`src/sts_defs.svh`:
```
`ifndef STS_DEFS_SVH
`define STS_DEFS_SVH

// --------------------------------------------------------------
// Command codes
// --------------------------------------------------------------
`define STS_CMD_SOFT_START 8'h61
`define STS_CMD_TURN_OFF 8'h64
`define STS_CMD_STATUS_BYTE 8'h78
`define STS_CMD_STATUS_WORD 8'h79

// --------------------------------------------------------------
// Reset values of the timing settings
// --------------------------------------------------------------
`define STS_SOFT_START_RST 8'h00
`define STS_TURN_OFF_RST 8'h00

// --------------------------------------------------------------
// Summary status byte bit positions
// --------------------------------------------------------------
`define STS_SB_OFF 6
`define STS_SB_OUT_OV 5
`define STS_SB_OUT_OC 4
`define STS_SB_OT 2
`define STS_SB_BUS_ERR 1
`define STS_SB_OTHER 0

// --------------------------------------------------------------
// Summary status word high-byte bit positions
// --------------------------------------------------------------
`define STS_SW_VOUT 15
`define STS_SW_IOUT 14
`define STS_SW_VIN 13
`define STS_SW_PG_N 11
`define STS_SW_OTHER 8

// --------------------------------------------------------------
// Timing
// --------------------------------------------------------------
`define STS_CLK_PERIOD_NS 4
`define STS_MS_NS 1000000
`define STS_RISE_CODE_MAX 3'h4
`define STS_OFF_UNIT_MS 4

`endif

```
`src/sts_pkg.sv`:
```
package sts_pkg;

    // Power sequencing states, gray coded along off-ramp-on-delay
    typedef enum logic [1:0] {
        STS_OFF = 2'b00,
        STS_RAMP = 2'b01,
        STS_ON = 2'b11,
        STS_DELAY = 2'b10
    } sts_state_t;

    // Command from the management bus decoder
    typedef struct packed {
        logic valid;
        logic write;
        logic [7:0] code;
        logic [15:0] wdata;
    } sts_cmd_t;

    // Answer to a read command
    typedef struct packed {
        logic valid;
        logic word;
        logic [15:0] data;
    } sts_rsp_t;

    // Condition levels from the power stage pins
    typedef struct packed {
        logic out_ov;
        logic out_oc;
        logic out_warn;
        logic ot_warn;
        logic ot_fault;
        logic in_uv_lockout;
        logic in_ov;
        logic other;
        logic power_good;
        logic enable;
    } sts_cond_t;

endpackage

```
`src/sts_seq_timer.sv`:
```
`timescale 1ns/1ps
`include "sts_defs.svh"

module sts_seq_timer import sts_pkg::*; #(
    parameter int CYC_PER_MS = `STS_MS_NS / `STS_CLK_PERIOD_NS
) (
    // Clock and reset
    input wire logic clk,
    input wire logic resetn,
    // Settings and enable
    input wire logic enable_on,
    input wire logic [7:0] rise_code,
    input wire logic [7:0] off_delay,
    // Sequencing state
    output logic ramp_active_r,
    output logic output_on_r,
    output logic fall_start_r
);

    sts_state_t state_r, state_nxt;
    logic [31:0] cyc_r;
    logic [15:0] ms_r;
    logic ms_tick;
    logic [15:0] rise_ms;
    logic [15:0] off_ms;

    // --------------------------------------------------------------
    // Millisecond base
    // --------------------------------------------------------------
    assign ms_tick = (cyc_r == 32'(CYC_PER_MS - 1));

    // Codes at four and above all clamp to the longest ramp
    always_comb begin
        if (rise_code[2:0] >= `STS_RISE_CODE_MAX || rise_code[7:3] != 5'h0) begin
            rise_ms = 16'h0010;
        end else begin
            rise_ms = 16'h0001 << rise_code[1:0];
        end
    end

    assign off_ms = 16'(off_delay) * 16'(`STS_OFF_UNIT_MS);

    // --------------------------------------------------------------
    // Sequencer
    // --------------------------------------------------------------
    always_comb begin
        state_nxt = state_r;
        case (state_r)
            STS_OFF: begin
                if (enable_on) begin
                    state_nxt = STS_RAMP;
                end
            end
            STS_RAMP: begin
                if (!enable_on) begin
                    state_nxt = STS_DELAY;
                end else if (ms_tick && ms_r + 16'h1 >= rise_ms) begin
                    state_nxt = STS_ON;
                end
            end
            STS_ON: begin
                if (!enable_on) begin
                    state_nxt = STS_DELAY;
                end
            end
            STS_DELAY: begin
                if (enable_on) begin
                    state_nxt = STS_ON;
                end else if (off_ms == 16'h0 || (ms_tick && ms_r + 16'h1 >= off_ms)) begin
                    state_nxt = STS_OFF;
                end
            end
            default: begin
                state_nxt = STS_OFF;
            end
        endcase
    end

    always_ff @(posedge clk or negedge resetn) begin
        if (!resetn) begin
            state_r <= STS_OFF;
        end else begin
            state_r <= state_nxt;
        end
    end

    // Counters restart on every state change so each interval is whole
    always_ff @(posedge clk or negedge resetn) begin
        if (!resetn) begin
            cyc_r <= 32'h0;
            ms_r <= 16'h0;
        end else if (state_nxt != state_r) begin
            cyc_r <= 32'h0;
            ms_r <= 16'h0;
        end else if (ms_tick) begin
            cyc_r <= 32'h0;
            ms_r <= ms_r + 16'h1;
        end else begin
            cyc_r <= cyc_r + 32'h1;
        end
    end

    always_ff @(posedge clk or negedge resetn) begin
        if (!resetn) begin
            ramp_active_r <= 1'b0;
            output_on_r <= 1'b0;
            fall_start_r <= 1'b0;
        end else begin
            ramp_active_r <= (state_nxt == STS_RAMP);
            output_on_r <= (state_nxt != STS_OFF);
            fall_start_r <= (state_r == STS_DELAY) && (state_nxt == STS_OFF);
        end
    end

endmodule

```
`src/sts_regs_top.sv`:
```
`timescale 1ns/1ps
`include "sts_defs.svh"

// What this block does
// - Soft-start code 0..3 gives 1,2,4,8 ms; codes 4 and up give 16 ms.
// - Soft-start time runs from output start of rise to regulation.
// - Turn-off delay counts 4 ms units up to FFh, enable off to fall.
// - Status byte is answered as a single byte to a read-byte request.
// - Latched flags clear only after cause ends and then fault-clear arrives.
// - Status byte bits 7,3 and word bits 12,10,9 always read zero.
// - Byte bit 6 is live: one while converter disabled by input or command.
// - Byte bit 5 latches on output overvoltage fault.
// - Byte bit 4 latches on output overcurrent fault.
// - Byte bit 2 latches on overtemperature warning or fault.
// - Byte bit 1 latches on any management bus communication error.
// - Byte bit 0 latches on an event no other byte bit covers.
// - Word bit 15 latches on any output voltage fault or warning.
// - Word bit 14 latches on any output current fault.
// - Word bit 13 reads one until input passes lockout, also input faults.
// - Word bit 11 is live inverted power-good.
// - Word bit 8 latches on a fault no other word bit covers.
// - Word low byte equals the status byte.
// - Overtemperature warning sets both summaries and asserts the alert output.
module sts_regs_top import sts_pkg::*; #(
    parameter int CYC_PER_MS = `STS_MS_NS / `STS_CLK_PERIOD_NS
) (
    // Clock and reset
    input wire logic clk,
    input wire logic resetn,
    // Command port from the management bus decoder
    input wire sts_cmd_t cmd,
    input wire logic clear_faults,
    input wire logic bus_error,
    input wire logic op_off,
    output sts_rsp_t rsp_r,
    // Condition pins from the power stage
    input wire sts_cond_t cond_pins,
    // Alert and sequencing
    output logic alert_output_n_r,
    output logic ramp_active_r,
    output logic output_on_r,
    output logic fall_start_r
);

    localparam int NCOND = $bits(sts_cond_t);

    sts_cond_t sync1_r, sync2_r;
    logic [7:0] soft_start_time_r;
    logic [7:0] turn_off_delay_r;
    logic output_overvoltage_flag_r;
    logic output_overcurrent_flag_r;
    logic overtemperature_flag_r;
    logic bus_error_flag_r;
    logic other_event_flag_r;
    logic vout_summary_r;
    logic output_current_summary_r;
    logic input_fault_r;
    logic unknown_word_r;
    logic bad_cmd;
    logic clr_ok_cmd;
    logic converter_off;
    logic [7:0] status_byte;
    logic [15:0] status_word;

    // --------------------------------------------------------------
    // Pin synchronisers
    // --------------------------------------------------------------
    // Condition pins are asynchronous to clk, each bit gets two flops
    genvar gi;
    generate
        for (gi = 0; gi < NCOND; gi++) begin : g_sync
            always_ff @(posedge clk or negedge resetn) begin
                if (!resetn) begin
                    sync1_r[gi] <= 1'b0;
                    sync2_r[gi] <= 1'b0;
                end else begin
                    sync1_r[gi] <= cond_pins[gi];
                    sync2_r[gi] <= sync1_r[gi];
                end
            end
        end
    endgenerate

    // --------------------------------------------------------------
    // Command decode
    // --------------------------------------------------------------
    // Writes to read-only codes and any command to an unknown code count as bus errors
    always_comb begin
        bad_cmd = 1'b0;
        if (cmd.valid) begin
            case (cmd.code)
                `STS_CMD_SOFT_START: bad_cmd = 1'b0;
                `STS_CMD_TURN_OFF: bad_cmd = 1'b0;
                `STS_CMD_STATUS_BYTE: bad_cmd = cmd.write;
                `STS_CMD_STATUS_WORD: bad_cmd = cmd.write;
                default: bad_cmd = 1'b1;
            endcase
        end
    end

    assign clr_ok_cmd = clear_faults;

    // --------------------------------------------------------------
    // Timing settings
    // --------------------------------------------------------------
    always_ff @(posedge clk or negedge resetn) begin
        if (!resetn) begin
            soft_start_time_r <= `STS_SOFT_START_RST;
        end else if (cmd.valid && cmd.write && cmd.code == `STS_CMD_SOFT_START) begin
            soft_start_time_r <= cmd.wdata[7:0];
        end
    end

    always_ff @(posedge clk or negedge resetn) begin
        if (!resetn) begin
            turn_off_delay_r <= `STS_TURN_OFF_RST;
        end else if (cmd.valid && cmd.write && cmd.code == `STS_CMD_TURN_OFF) begin
            turn_off_delay_r <= cmd.wdata[7:0];
        end
    end

    // --------------------------------------------------------------
    // Latched flags
    // --------------------------------------------------------------
    // Set wins over clear; a clear only acts once the cause is gone
    always_ff @(posedge clk or negedge resetn) begin
        if (!resetn) begin
            output_overvoltage_flag_r <= 1'b0;
        end else if (sync2_r.out_ov) begin
            output_overvoltage_flag_r <= 1'b1;
        end else if (clr_ok_cmd) begin
            output_overvoltage_flag_r <= 1'b0;
        end
    end

    always_ff @(posedge clk or negedge resetn) begin
        if (!resetn) begin
            output_overcurrent_flag_r <= 1'b0;
        end else if (sync2_r.out_oc) begin
            output_overcurrent_flag_r <= 1'b1;
        end else if (clr_ok_cmd) begin
            output_overcurrent_flag_r <= 1'b0;
        end
    end

    always_ff @(posedge clk or negedge resetn) begin
        if (!resetn) begin
            overtemperature_flag_r <= 1'b0;
        end else if (sync2_r.ot_warn || sync2_r.ot_fault) begin
            overtemperature_flag_r <= 1'b1;
        end else if (clr_ok_cmd) begin
            overtemperature_flag_r <= 1'b0;
        end
    end

    // A bus error is an event, so its cause is gone once it has been seen
    always_ff @(posedge clk or negedge resetn) begin
        if (!resetn) begin
            bus_error_flag_r <= 1'b0;
        end else if (bus_error || bad_cmd) begin
            bus_error_flag_r <= 1'b1;
        end else if (clr_ok_cmd) begin
            bus_error_flag_r <= 1'b0;
        end
    end

    always_ff @(posedge clk or negedge resetn) begin
        if (!resetn) begin
            other_event_flag_r <= 1'b0;
        end else if (sync2_r.other || sync2_r.out_warn || sync2_r.in_ov) begin
            other_event_flag_r <= 1'b1;
        end else if (clr_ok_cmd) begin
            other_event_flag_r <= 1'b0;
        end
    end

    always_ff @(posedge clk or negedge resetn) begin
        if (!resetn) begin
            vout_summary_r <= 1'b0;
        end else if (sync2_r.out_ov || sync2_r.out_warn) begin
            vout_summary_r <= 1'b1;
        end else if (clr_ok_cmd) begin
            vout_summary_r <= 1'b0;
        end
    end

    always_ff @(posedge clk or negedge resetn) begin
        if (!resetn) begin
            output_current_summary_r <= 1'b0;
        end else if (sync2_r.out_oc) begin
            output_current_summary_r <= 1'b1;
        end else if (clr_ok_cmd) begin
            output_current_summary_r <= 1'b0;
        end
    end

    always_ff @(posedge clk or negedge resetn) begin
        if (!resetn) begin
            input_fault_r <= 1'b0;
        end else if (sync2_r.in_ov) begin
            input_fault_r <= 1'b1;
        end else if (clr_ok_cmd) begin
            input_fault_r <= 1'b0;
        end
    end

    always_ff @(posedge clk or negedge resetn) begin
        if (!resetn) begin
            unknown_word_r <= 1'b0;
        end else if (sync2_r.other) begin
            unknown_word_r <= 1'b1;
        end else if (clr_ok_cmd) begin
            unknown_word_r <= 1'b0;
        end
    end

    // --------------------------------------------------------------
    // Status assembly
    // --------------------------------------------------------------
    assign converter_off = sync2_r.in_uv_lockout || sync2_r.in_ov || op_off;

    always_comb begin
        status_byte = 8'h00;
        status_byte[`STS_SB_OFF] = converter_off;
        status_byte[`STS_SB_OUT_OV] = output_overvoltage_flag_r;
        status_byte[`STS_SB_OUT_OC] = output_overcurrent_flag_r;
        status_byte[`STS_SB_OT] = overtemperature_flag_r;
        status_byte[`STS_SB_BUS_ERR] = bus_error_flag_r;
        status_byte[`STS_SB_OTHER] = other_event_flag_r;
    end

    always_comb begin
        status_word = {8'h00, status_byte};
        status_word[`STS_SW_VOUT] = vout_summary_r;
        status_word[`STS_SW_IOUT] = output_current_summary_r;
        // Live during start-up below lockout, latched for input faults
        status_word[`STS_SW_VIN] = input_fault_r || sync2_r.in_uv_lockout;
        status_word[`STS_SW_PG_N] = !sync2_r.power_good;
        status_word[`STS_SW_OTHER] = unknown_word_r;
    end

    // --------------------------------------------------------------
    // Read answer
    // --------------------------------------------------------------
    always_ff @(posedge clk or negedge resetn) begin
        if (!resetn) begin
            rsp_r <= '0;
        end else begin
            rsp_r.valid <= cmd.valid && !cmd.write && !bad_cmd;
            rsp_r.word <= 1'b1;
            rsp_r.data <= 16'h0000;
            case (cmd.code)
                `STS_CMD_SOFT_START: rsp_r.data <= {8'h00, soft_start_time_r};
                `STS_CMD_TURN_OFF: rsp_r.data <= {8'h00, turn_off_delay_r};
                `STS_CMD_STATUS_BYTE: begin
                    rsp_r.word <= 1'b0;
                    rsp_r.data <= {8'h00, status_byte};
                end
                `STS_CMD_STATUS_WORD: rsp_r.data <= status_word;
                default: rsp_r.data <= 16'h0000;
            endcase
        end
    end

    // --------------------------------------------------------------
    // Alert
    // --------------------------------------------------------------
    // Alert follows the latched warning flags, so it drops with the clear
    always_ff @(posedge clk or negedge resetn) begin
        if (!resetn) begin
            alert_output_n_r <= 1'b1;
        end else begin
            alert_output_n_r <= !(overtemperature_flag_r || output_overvoltage_flag_r ||
                output_overcurrent_flag_r || bus_error_flag_r || other_event_flag_r);
        end
    end

    // --------------------------------------------------------------
    // Sequencing timer
    // --------------------------------------------------------------
    sts_seq_timer #(
        .CYC_PER_MS(CYC_PER_MS)
    ) u_seq (
        .clk(clk),
        .resetn(resetn),
        .enable_on(sync2_r.enable && !op_off),
        .rise_code(soft_start_time_r),
        .off_delay(turn_off_delay_r),
        .ramp_active_r(ramp_active_r),
        .output_on_r(output_on_r),
        .fall_start_r(fall_start_r)
    );

endmodule

```
`config.mk`:
```
export PLATFORM = sky130hd
export DESIGN_NAME = sts_regs_top
export DESIGN_NICKNAME = d
export VERILOG_FILES = /design/src/sts_pkg.sv /design/src/sts_seq_timer.sv /design/src/sts_regs_top.sv
export VERILOG_INCLUDE_DIRS = /design/src /design/src/src
export SDC_FILE = /design/constraint.sdc
export NUM_CORES = 1
export LEC_CHECK = 0
export BUFFER_PORTS_ARGS = -buffer_cell sky130_fd_sc_hd__buf_2
export CAP_MARGIN = 25
export CORE_ASPECT_RATIO = 1.4
export CORE_MARGIN = 3
export CORE_UTILIZATION = 45
export CTS_BUF_LIST = sky130_fd_sc_hd__clkbuf_8 sky130_fd_sc_hd__clkbuf_16
export CTS_CLUSTER_SIZE = 30
export DETAILED_ROUTE_END_ITERATION = 12
export PLACE_DENSITY = 0.74
export SETUP_SLACK_MARGIN = 0.3
export SLEW_MARGIN = 5
export SYNTH_ARGS = -nofsm -noshare
export SYNTH_HDL_FRONTEND = slang
export SYNTH_HIERARCHICAL = 1
export SYNTH_SLANG_ARGS = --single-unit
```
`constraint.sdc`:
```
create_clock -name clk -period 3.7 [get_ports clk]
set_clock_uncertainty 0.1 [all_clocks]
set_input_delay 0.37 -clock clk [delete_from_list [all_inputs] [get_ports clk]]
set_output_delay 0.37 -clock clk [all_outputs]
set_load 0.01 [all_outputs]
```
==> impl_results.md, run 1 <==
- Outcome: finished, final reports clean
- Tot Pwr: 3.04 mW
- Top-count cell post-synth: dfrtp_1
- CP Data Required Time: slightly below 4 ns
- Mean post-synth cell area: about 11 um^2
- H-tree levels: 4
- Endpoints failing hold: 0
- Async S/R FF share, synth: between 90% and 100%
- DRT Wirelength: roughly 11 mm
- CP max stage delay: between 0.5 and 0.6 ns
- CP Max Fanout: 16
- Die area: around 14000 um^2
- Worst slew pin tran: roughly 0.95 ns
- CP Capture Type: register
- DR DRC count: 0
- Cell taking the most area after synthesis: dfrtp_1
- I/O Buffers: about 50
- Synth Register Bits: 113
- Gr usage total: between 10% and 20%
- Slew headroom: between 30% and 40%
- Clock Latency Late Sink: 0.40 ns
- Synth Area in Simple Gates: a little over a fifth
- Final HPWL DP: between 7 and 8 mm
- Number of iterations in the first detailed-routing pass: 4
- Min-delay worst type: in2reg
- Routed WL per cell: between 15 and 20 um
- Most used DFF post-synth: dfrtp_1
- Core box area: about 12000 um^2
- Commonest cells in the netlist: 112 x dfrtp_1, 67 x nor2_1, 47 x nand2_1, 32 x xnor2_1, 28 x nand3_1
- Synth cell types: 58
- Share of the synthesized area in the top cell type: 51.3%
- CP Launch Type: register
- Total CTS buffers: 17
- Setup_tns: 0 ns
- Die Ht: 136 um
- Largest family of logic cells by synthesized area: simple AND/OR/NAND/NOR gates
- WP buf/inv: 1
- Synth area leaders: dfrtp_1 51%, xnor2_1 5.1%, nor2_1 4.6%
- Root buffer cell: clkbuf_16
- Crit path max-delay family: simple AND/OR/NAND/NOR gates
- Final Core Density: between 50 and 60%
- Post-synth EDFFs: 0
- Post-synthesis sequential area ratio: 51.8%
- Grt ovf: 0
- Worst-path cell chain: or4_1 > nor3_1 > buf_4 > nand3b_1 > ha_1 > nor3b_1 > o21ai_0 > o211ai_1 > nand4_1 > or3_4 > a31o_4 > nor2_1
- Compound-Gate Fraction of Synth Area: between 6 and 7%
- Largest net degree at the start of global routing: 61
- Crit-path slowest cell: or4_1
- Layout Nets: around 640
- Clock net sink count: ~110
- Mapped cell area: around 5500 um^2
- ANT cells: 0
- Post-synthesis adder-cell area fraction: 3.43%
- Cell Pwr Density: roughly 460 nW/um^2
- Non-Filler Instances: around 750
- First-pass GRT wire length: roughly 19 mm
- Proportion of layout cells with a drive suffix above 1: 20.6%
- Worst Path Arrival: between 3 and 4 ns
- Row cnt: 47
- Final GP Congestion: 0.866
- Top Ports: 63
- Post-synthesis xor/xnor area fraction: 8.82%
- Number of global-route vias before repair: ~4200
- Setup Fix Bufs, Post-CTS: 0
- DR iter-0 viols: 147
- Cell total after placement: roughly 700
- Initial antenna violation count: 0
- TritonCTS clock tree: yes
- Fin. max-slew vios: 0
- Peak supply drop: a little over 0.3 mV
- Number of max-cap violations: 0
- Crit share post-route: just under 90%
- Starting density of the core: 46.2%
- Fraction of synthesized area in multiplexers: roughly 4.2%
- Die W: around 99 um
- Clk buf depth: 2
- Leakage power: about 3.0 nW
- Fin crit period: 3.21 ns
- # setup viols final: 0
- Warnings, synthesis: 6
- Synth-to-Final Area Change: 19.9%
- FMAX: 311 MHz
- Via Count: 4068
- Cells after synthesis: between 500 and 600
- Drt via density: roughly 5.4
- RSZ-0062 raised after global routing: no
- ANT nets after route: 0
- Clock-pin slew on the worst setup and hold paths: approximately 0.060 ns
- Crit Path Class: reg2reg
-- layer usage --
layer	routed length, um	up-vias	track usage (%)
met5	0	-	0
met4	213	0	7.97
met3	332	22	4.52
met2	6190	66	32.5
met1	4500	2034	19.7
li1	-	1946	-
-- timing repair --
action,4_1_cts,5_1_grt
hold endpoints to repair,68,0
resized for setup,0,1
endpoints found under the setup margin,0,1
hold buffers,11,0
-- cell usage in the layout (no fill, tap or decap), types with 3 or more instances in the layout --
cell / synthesis / routed
a31oi_1: 3 / 3
o21ai_0: 12 / 12
nor3_1: 9 / 9
and4_1: 6 / 6
nand2_1: 47 / 47
nor4b_1: 3 / 3
inv_6: 0 / 7
a221o_1: 6 / 6
xnor2_1: 32 / 32
or4_1: 3 / 3
or3_1: 4 / 4
dfrtp_1: 112 / 112
buf_2: 2 / 50
clkbuf_16: 0 / 17
mux2_4: 8 / 8
nor2b_1: 3 / 3
nor2_1: 67 / 67
and2_1: 3 / 3
or2_2: 3 / 3
a21oi_1: 5 / 5
buf_4: 3 / 9
dlygate4sd3_1: 0 / 11
a21o_1: 5 / 5
mux2_2: 9 / 9
nor4_1: 13 / 13
nand3_1: 28 / 28
xor2_1: 23 / 23
ha_1: 15 / 14
conb_1: 1 / 3
and3_1: 9 / 9
clkinvlp_4: 0 / 3
nand4_1: 14 / 14
clkinv_4: 0 / 3
inv_1: 18 / 19
-- area by class of cell --
type | count | area [um^2]
multi-input combinational | 367 | 2460
inverter | 18 | 67.6
sequential | 113 | 2830
timing repair buffer | 71 | 455
clock inverter | 15 | 125
tap | 147 | 184
fill | 1022 | 5270
clock buffer | 17 | 425
-- cells by family after synthesis --
family          count (synthesis)
xor+xnor                       55
mux                            18
fa+ha+maj                      15
other cells                     1
simple gates                  228
compound gates                 48
buf+inv                        39
flops                         113
-- flip-flops by register name, indices dropped and copies added, names as in the netlist, 2 cells and up --
name,count
turn_off_delay_r,8
u_seq/state_r,2
sync1_r,10
u_seq/cyc_r,32
u_seq/ms_r,16
sync2_r,10
rsp_r,15
soft_start_time_r,8
-- where the power goes --
| part | internal [mW] | total (mW) | switching (mW) |
|---|---|---|---|
| Clock | 0.873 | 1.48 | 0.611 |
| Combinational | 0.100 | 0.239 | 0.138 |
| Sequential | 1.28 | 1.31 | 0.0309 |
-- path summary, 6_finish.rpt --
check | cells after the start | from | to | slack (ns)
worst max-delay path | 12 | soft_start_time_r[6]$_DFFE_PN0P_ | u_seq/ms_r[6]$_DFFE_PN0P_ | 0.49
worst min-delay path | 3 | bus_error | bus_error_flag_r$_DFFE_PN0P_ | 0.09
worst max register to register | 12 | soft_start_time_r[6]$_DFFE_PN0P_ | u_seq/ms_r[6]$_DFFE_PN0P_ | 0.49
worst min register to register | 0 | sync1_r[9]$_DFF_PN0_ | sync2_r[9]$_DFF_PN0_ | 0.25
max in group asynchronous | 3 | resetn | alert_output_n_r$_DFF_PN1_ | 2.13
min in group asynchronous | 2 | resetn | u_seq/ms_r[8]$_DFFE_PN0P_ | 0.49
-- tightest hold or removal path, delay by kind of cell --
family                 cells  cell delay, ns
and+or+nand+nor            1            0.07
AOI/OAI and AO/OA          1            0.04
buffers and inverters      1            0.08
-- stage by stage --
step	hold WS, ns	setup WS (ns)	instance area [um^2]
after floorplan	-0.0256	0.626	5470
after global placement	0.234	0.585	5860
after detailed placement	0.235	0.498	5860
after CTS	0.0693	0.463	6520
after global routing	0.0895	0.302	6550
final	0.0893	0.487	6550
No activity file was read; power rests on OpenSTA's default activity.
==> run 2: changes to the inputs <==
- MAX_ROUTING_LAYER: default -> met4
- PLACE_DENSITY: 0.74 -> 0.69
==> impl_results.md, run 2 (synthesis results as in run 1) <==
- DR DRC count: 0 (unchanged)
- Synth-to-Final Area Change: 22.3% (was 19.9%)
- Cell Pwr Density: 494 nW/um^2 (was 463 nW/um^2)
- Starting density of the core: 46.2% (unchanged)
- DR iter-0 viols: 165 (was 147)
- Clk buf depth: 2 (unchanged)
- Crit-path slowest cell: or4_1 (unchanged)
- Hold_ws: 0.0833 ns (was 0.0893 ns)
- Crit share post-route: 86.3% (was 86.8%)
- R2R Path End: u_seq/ms_r[13]$_DFFE_PN0P_ (was u_seq/ms_r[6]$_DFFE_PN0P_)
- Die area: 13500 um^2 (unchanged)
- Min-delay worst type: in2reg (unchanged)
- Worst-path cell chain: or4_1 > nor3_2 > buf_4 > nand3b_1 > ha_1 > nor3b_2 > o21ai_0 > o211ai_1 > nand4_1 > or3_4 > a31o_2 > nor2_1 (was or4_1 > nor3_1 > buf_4 > nand3b_1 > ha_1 > nor3b_1 > o21ai_0 > o211ai_1 > nand4_1 > or3_4 > a31o_4 > nor2_1)
- WP buf/inv: 1 (unchanged)
- Die Ht: 136 um (unchanged)
- Final GP Congestion: 0.882 (was 0.866)
- Gr usage total: 19.0% (was 17.9%)
- R2r setup slk: 0.51 ns (was 0.49 ns)
- Worst slew pin tran: 0.743 ns (was 0.947 ns)
- Area of the multi-input gates: 2490 um^2 (was 2460 um^2)
- Clock-pin slew on the worst setup and hold paths: 0.05 ns (was 0.06 ns)
- Commonest non-fill, non-tap cells in the layout: 112 x dfrtp_1, 67 x nor2_1, 50 x buf_2, 47 x nand2_1, 32 x xnor2_1 (unchanged)
- TritonCTS clock tree: yes (unchanged)
- Worst Path Arrival: 3.44 ns (was 3.45 ns)
- FMAX: 313 MHz (was 311 MHz)
- CP startpoint: soft_start_time_r[3]$_DFFE_PN0P_ (was soft_start_time_r[6]$_DFFE_PN0P_)
- Row cnt: 47 (unchanged)
- Top Ports: 63 (unchanged)
- Peak supply drop: 0.326 mV (was 0.308 mV)
- # setup viols final: 0 (unchanged)
- Flip-flop and latch area: 2830 um^2 (unchanged)
- Clock Latency Late Sink: 0.41 ns (was 0.40 ns)
- Largest regs: u_seq/cyc_r x32, u_seq/ms_r x16, rsp_r x15 (unchanged)
- Setup_tns: 0 ns (unchanged)
- Fin. max-slew vios: 0 (unchanged)
- Fin crit period: 3.19 ns (was 3.21 ns)
- FF-to-FF path depth: 12 (unchanged)
- ANT nets after route: 0 (unchanged)
- Number of global-route vias before repair: 4182 (was 4168)
- Leakage power: 3.08 nW (was 3.02 nW)
- CP Data Required Time: 3.94 ns (was 3.93 ns)
- Grt ovf: 0 (unchanged)
- First-pass GRT wire length: 19.8 mm (was 19.3 mm)
- Clock net sink count: 113 (unchanged)
- Critical R2R Launch: soft_start_time_r[3]$_DFFE_PN0P_ (was soft_start_time_r[6]$_DFFE_PN0P_)
- Commonest non-fill, non-tap cell in the layout: dfrtp_1 (unchanged)
- Proportion of layout cells with a drive suffix above 1: 21.7% (was 20.6%)
- Setup Fix Bufs, Post-CTS: 0 (unchanged)
- Slew headroom: 50.2% (was 36.0%)
- Number of max-cap violations: 0 (unchanged)
- CP max stage delay: 0.55 ns (was 0.52 ns)
- CP Max Fanout: 8 (was 16)
- Endpoints failing hold: 0 (unchanged)
- Crit path capture: u_seq/ms_r[13]$_DFFE_PN0P_ (was u_seq/ms_r[6]$_DFFE_PN0P_)
- Drt via density: 5.42 (was 5.44)
- Number of iterations in the first detailed-routing pass: 4 (unchanged)
- DRT Wirelength: 11.6 mm (was 11.2 mm)
- Via Count: 4074 (was 4068)
- Largest register FFs: 32 (unchanged)
- Crit path depth: 12 (unchanged)
- Final HPWL DP: 7.83 mm (was 7.93 mm)
- Largest net degree at the start of global routing: 81 (was 61)
- ANT cells: 0 (unchanged)
- CP Capture Type: register (unchanged)
- Die W: 99.1 um (unchanged)
- CP Launch Type: register (unchanged)
- Crit Path Class: reg2reg (unchanged)
- Biggest register: u_seq/cyc_r (unchanged)
- H-tree levels: 4 (unchanged)
- Total CTS buffers: 17 (unchanged)
- Routed WL per cell: 15.4 um (was 15.0 um)
- RSZ-0062 raised after global routing: no (unchanged)
- Layout filler cell count: 1007 (was 1022)
- I/O Buffers: 51 (unchanged)
- Outcome: finished, final reports clean (unchanged)
- Crit path max-delay family: simple AND/OR/NAND/NOR gates (unchanged)
- Initial antenna violation count: 0 (unchanged)
- Core box area: 11800 um^2 (unchanged)
- Root buffer cell: clkbuf_16 (unchanged)
- Layout Nets: 647 (was 644)
-- run 2: worst min path at each step --
| stage | startpoint | to | slack [ns] | depth (start not counted) |
|---|---|---|---|---|
| floorplan | resetn | bus_error_flag_r$_DFFE_PN0P_ | -0.03 | 0 |
| global placement | sync1_r[9]$_DFF_PN0_ | sync2_r[9]$_DFF_PN0_ | 0.23 | 0 |
| detailed placement | sync1_r[0]$_DFF_PN0_ | sync2_r[0]$_DFF_PN0_ | 0.23 | 0 |
| CTS | resetn | u_seq/ms_r[11]$_DFFE_PN0P_ | 0.06 | 1 |
| global route | bus_error | bus_error_flag_r$_DFFE_PN0P_ | 0.09 | 3 |
| finish | bus_error | bus_error_flag_r$_DFFE_PN0P_ | 0.08 | 3 |
-- run 2: repair_timing --
| item | CTS | global route |
|---|---|---|
| hold endpoints to repair | 10 | 10 |
| hold buffers | 10 | 1 |
| setup endpoints to repair | 0 | 16 |
| gates resized for setup | 0 | 5 |
-- run 2: power by group --
part           internal (mW)  switching [mW]
sequential              1.28          0.0311
clock                   1.15           0.597
combinational         0.0962           0.143
-- run 2: layout make-up --
cell class                 instances  share of cell area, %
sequential                       113                   42.3
multi-input combinational        368                   37.2
inverter                          18                   1.01
tap                              147                   2.75
clock buffer                      18                   6.57
timing repair buffer              73                   7.15
clock inverter                    14                   3.01
-- run 2: per-stage QoR --
| step | cells | instance area, um^2 | total power, mW | util (%) | setup WS [ns] |
|---|---|---|---|---|---|
| floorplan | 519 | 5470 | 1.46 | - | 0.626 |
| global placement | 705 | 5870 | 1.54 | 49.6 | 0.554 |
| detailed placement | 705 | 5870 | 1.55 | 49.6 | 0.477 |
| CTS | 747 | 6610 | 3.31 | 55.9 | 0.461 |
| global route | 751 | 6690 | 3.43 | 56.6 | 0.279 |
| finish | 751 | 6690 | 3.30 | 56.6 | 0.505 |
-- run 2: layer usage --
metal	vias to the layer above	GRT usage (%)	part of all wire, %	routed length [um]
met3	32	4.00	4.0	458
li1	1949	-	-	-
met4	0	9.34	2.6	303
met1	1998	22.1	40	4640
met5	-	-	0	0
met2	95	31.2	53	6160
-- run 2: worst min-delay path, stage by stage --
cell      delay [ns]
buf_2           0.08
a221oi_1        0.04
nand3_1         0.08
==> run 3: changes to the inputs <==
- PLACE_DENSITY: 0.69 -> 0.72
- clock period: 3.7 -> 2.6 ns (I/O delays scaled with it)
==> impl_results.md, run 3 (synthesis results as in run 1) <==
- Sw Ratio: 24.4% (was 23.4%)
- Worst path most repeated cell: nor3b_2
- Cell Pwr Density: 631 nW/um^2 (was 494 nW/um^2)
- RSZ-0062 raised after global routing: yes (was no)
- Endpoints failing hold: 0 (unchanged)
- Row cnt: 47 (unchanged)
- FF-to-FF path depth: 11 (was 12)
- FMAX: 330 MHz (was 313 MHz)
- Die area: 13500 um^2 (unchanged)
- Die Ht: 136 um (unchanged)
- Clock-pin slew on the worst setup and hold paths: 0.06 ns (was 0.05 ns)
- CP Capture Type: register (unchanged)
- Design area: 7280 um^2 (was 6690 um^2)
- Number of max-cap violations: 0 (unchanged)
- Failing checks: setup timing
- DR DRC count: 0 (unchanged)
- Drt via density: 5.41 (was 5.42)
- Worst slew pin tran: 0.644 ns (was 0.743 ns)
- H-tree levels: 4 (unchanged)
- Fin. max-slew vios: 0 (unchanged)
- Die W: 99.1 um (unchanged)
- Grt ovf: 0 (unchanged)
- CP max stage delay: 0.55 ns (about the same)
- Leakage power: 3.33 nW (was 3.08 nW)
- Commonest non-fill, non-tap cells in the layout: 107 x dfrtp_1, 55 x nor2_1, 50 x buf_2, 44 x nand2_1, 42 x buf_4 (was 112 x dfrtp_1, 67 x nor2_1, 50 x buf_2, 47 x nand2_1, 32 x xnor2_1)
- Via Count: 4269 (was 4074)
- Biggest register: u_seq/cyc_r (unchanged)
- Crit path depth: 11 (was 12)
- Peak supply drop: 0.538 mV (was 0.326 mV)
- DR WL met2: 7.07 mm (was 6.16 mm)
- Proportion of layout cells with a drive suffix above 1: 33.2% (was 21.7%)
- Setup_tns: -7.22 ns (was 0 ns)
- Top Ports: 63 (unchanged)
- Net switching power: 1.12 mW (was 771 uW)
- Synth-to-Final Area Change: 33.3% (was 22.3%)
- Tot Pwr: 4.60 mW (was 3.30 mW)
- Slew headroom: 56.9% (was 50.2%)
- Largest register FFs: 32 (unchanged)
- CP Launch Type: register (unchanged)
- Layout Nets: 685 (was 647)
- Final GP Congestion: 0.873 (was 0.882)
- Worst Path Arrival: 3.27 ns (was 3.44 ns)
- Largest regs: u_seq/cyc_r x32, u_seq/ms_r x16, rsp_r x15 (unchanged)
- Hold depth: 2 (was 3)
- Clock Latency Late Sink: 0.41 ns (about the same)
- CP Max Fanout: 8 (unchanged)
- Crit Path Class: reg2reg (unchanged)
- R2r setup slk: -0.43 ns (was 0.51 ns)
- ANT nets after route: 0 (unchanged)
- Fin crit period: 3.03 ns (was 3.19 ns)
- # setup viols final: 18 (was 0)
- Number of global-route vias before repair: 4312 (was 4182)
- Dpl cell area: 6210 um^2 (was 5870 um^2)
- Min-delay worst type: in2reg (unchanged)
- TritonCTS clock tree: yes (unchanged)
- Root buffer cell: clkbuf_16 (unchanged)
- ANT cells: 0 (unchanged)
- Core box area: 11800 um^2 (unchanged)
- Outcome: finished with violations (was finished, final reports clean)
- Wl on met1: 4.99 mm (was 4.64 mm)
- Highest Signal Layer: met4 (unchanged)
- Clock net sink count: 113 (unchanged)
- Gr usage total: 20.2% (was 19.0%)
- Commonest non-fill, non-tap cell in the layout: dfrtp_1 (unchanged)
- Crit-path slowest cell: or4_4 (was or4_1)
- CP Data Required Time: 2.84 ns (was 3.94 ns)
- DRT Wirelength: 12.6 mm (was 11.6 mm)
- Crit path max-delay family: simple AND/OR/NAND/NOR gates (unchanged)
- First-pass GRT wire length: 20.7 mm (was 19.8 mm)
- Slack of the critical path: -0.431 ns (was 0.505 ns)
- WP buf/inv: 0 (was 1)
- Clock power share: 50.6% (was 53.0%)
- DR iter-0 viols: 144 (was 165)
- Total CTS buffers: 17 (unchanged)
- Worst-path cell chain: or4_4 > nor3_4 > nor3b_2 > ha_1 > nor3b_2 > o21ai_2 > o211ai_1 > nand4_1 > or3_4 > a31o_4 > nor2_2 (was or4_1 > nor3_2 > buf_4 > nand3b_1 > ha_1 > nor3b_2 > o21ai_0 > o211ai_1 > nand4_1 > or3_4 > a31o_2 > nor2_1)
- Number of iterations in the first detailed-routing pass: 5 (was 4)
- I/O Buffers: 51 (unchanged)
- Crit share post-route: 117% (was 86.3%)
- Routed WL per cell: 16.0 um (was 15.4 um)
- Seq pwr share: 40.7% (was 39.8%)
- Initial antenna violation count: 0 (unchanged)
- P_int: 3.48 mW (was 2.53 mW)
- Largest net degree at the start of global routing: 49 (was 81)
- Clk buf depth: 2 (unchanged)
- Starting density of the core: 46.2% (unchanged)
- Final HPWL DP: 8.47 mm (was 7.83 mm)
- Met3 wire len: 334 um (was 458 um)
- Comb power frac: 8.7% (was 7.3%)
## run 3: what timing repair did
action | in CTS | in global routing
endpoints found under the hold margin | 62 | 0
resized for setup | 24 | 27
setup buffers | 4 | 4
pin swaps | 21 | 10
setup endpoints to repair | 24 | 52
gates cloned | 1 | 0
hold buffers | 16 | 0
## run 3: power groups by stage
stage	clock network (mW)	logic [mW]	registers [mW]
after floorplan	0	0.197	1.89
after global placement	0	0.326	1.90
after detailed placement	0	0.338	1.90
after CTS	2.37	0.381	1.87
after global routing	2.44	0.439	1.88
final	2.33	0.398	1.87
## run 3: final timing paths
path	from	to
min in group asynchronous	resetn	u_seq/ms_r[9]$_DFFE_PN0P_
min	cmd[6]	turn_off_delay_r[6]$_DFFE_PN0P_
max	soft_start_time_r[3]$_DFFE_PN0P_	u_seq/ms_r[14]$_DFFE_PN0P_
max in group asynchronous	resetn	alert_output_n_r$_DFF_PN1_
max reg2reg	soft_start_time_r[3]$_DFFE_PN0P_	u_seq/ms_r[14]$_DFFE_PN0P_
min reg2reg	sync1_r[5]$_DFF_PN0_	sync2_r[5]$_DFF_PN0_
## run 3: area by class of cell
class,count,area [um^2]
multi-input cells,368,2810
inverters,18,67.6
repair buffers,111,777
well taps,147,184
flip-flops and latches,113,2840
clock buffers,19,453
fillers,915,4540
clock inverters,13,151
## run 3: routing by layer
| layer | up-vias | GRT usage, % |
|---|---|---|
| met2 | 85 | 36.2 |
| met3 | 17 | 3.95 |
| met5 | - | - |
| li1 | 2038 | - |
| met1 | 2129 | 21.4 |
| met4 | 0 | 8.50 |
## run 3: per-stage QoR
stage | utilization, % | hold slack (ns) | std cells | setup slack (ns)
global placement | 52.5 | 0.212 | 732 | -0.336
detailed placement | 52.5 | 0.215 | 732 | -0.432
CTS | 60.4 | 0.00131 | 785 | -0.392
finish | 61.6 | 0.0150 | 789 | -0.431
global route | 61.6 | 0.00410 | 789 | -0.563
floorplan | - | -0.136 | 519 | -0.353
## run 3: worst reg2reg max path, delay by kind of cell, from the launching register on
kind                     cells  cell delay [ns]
AND/OR/NAND/NOR              7             1.76
AO/OA/AOI/OAI                3             0.46
flip-flops                   1             0.37
adder cells (fa/ha/maj)      1             0.26
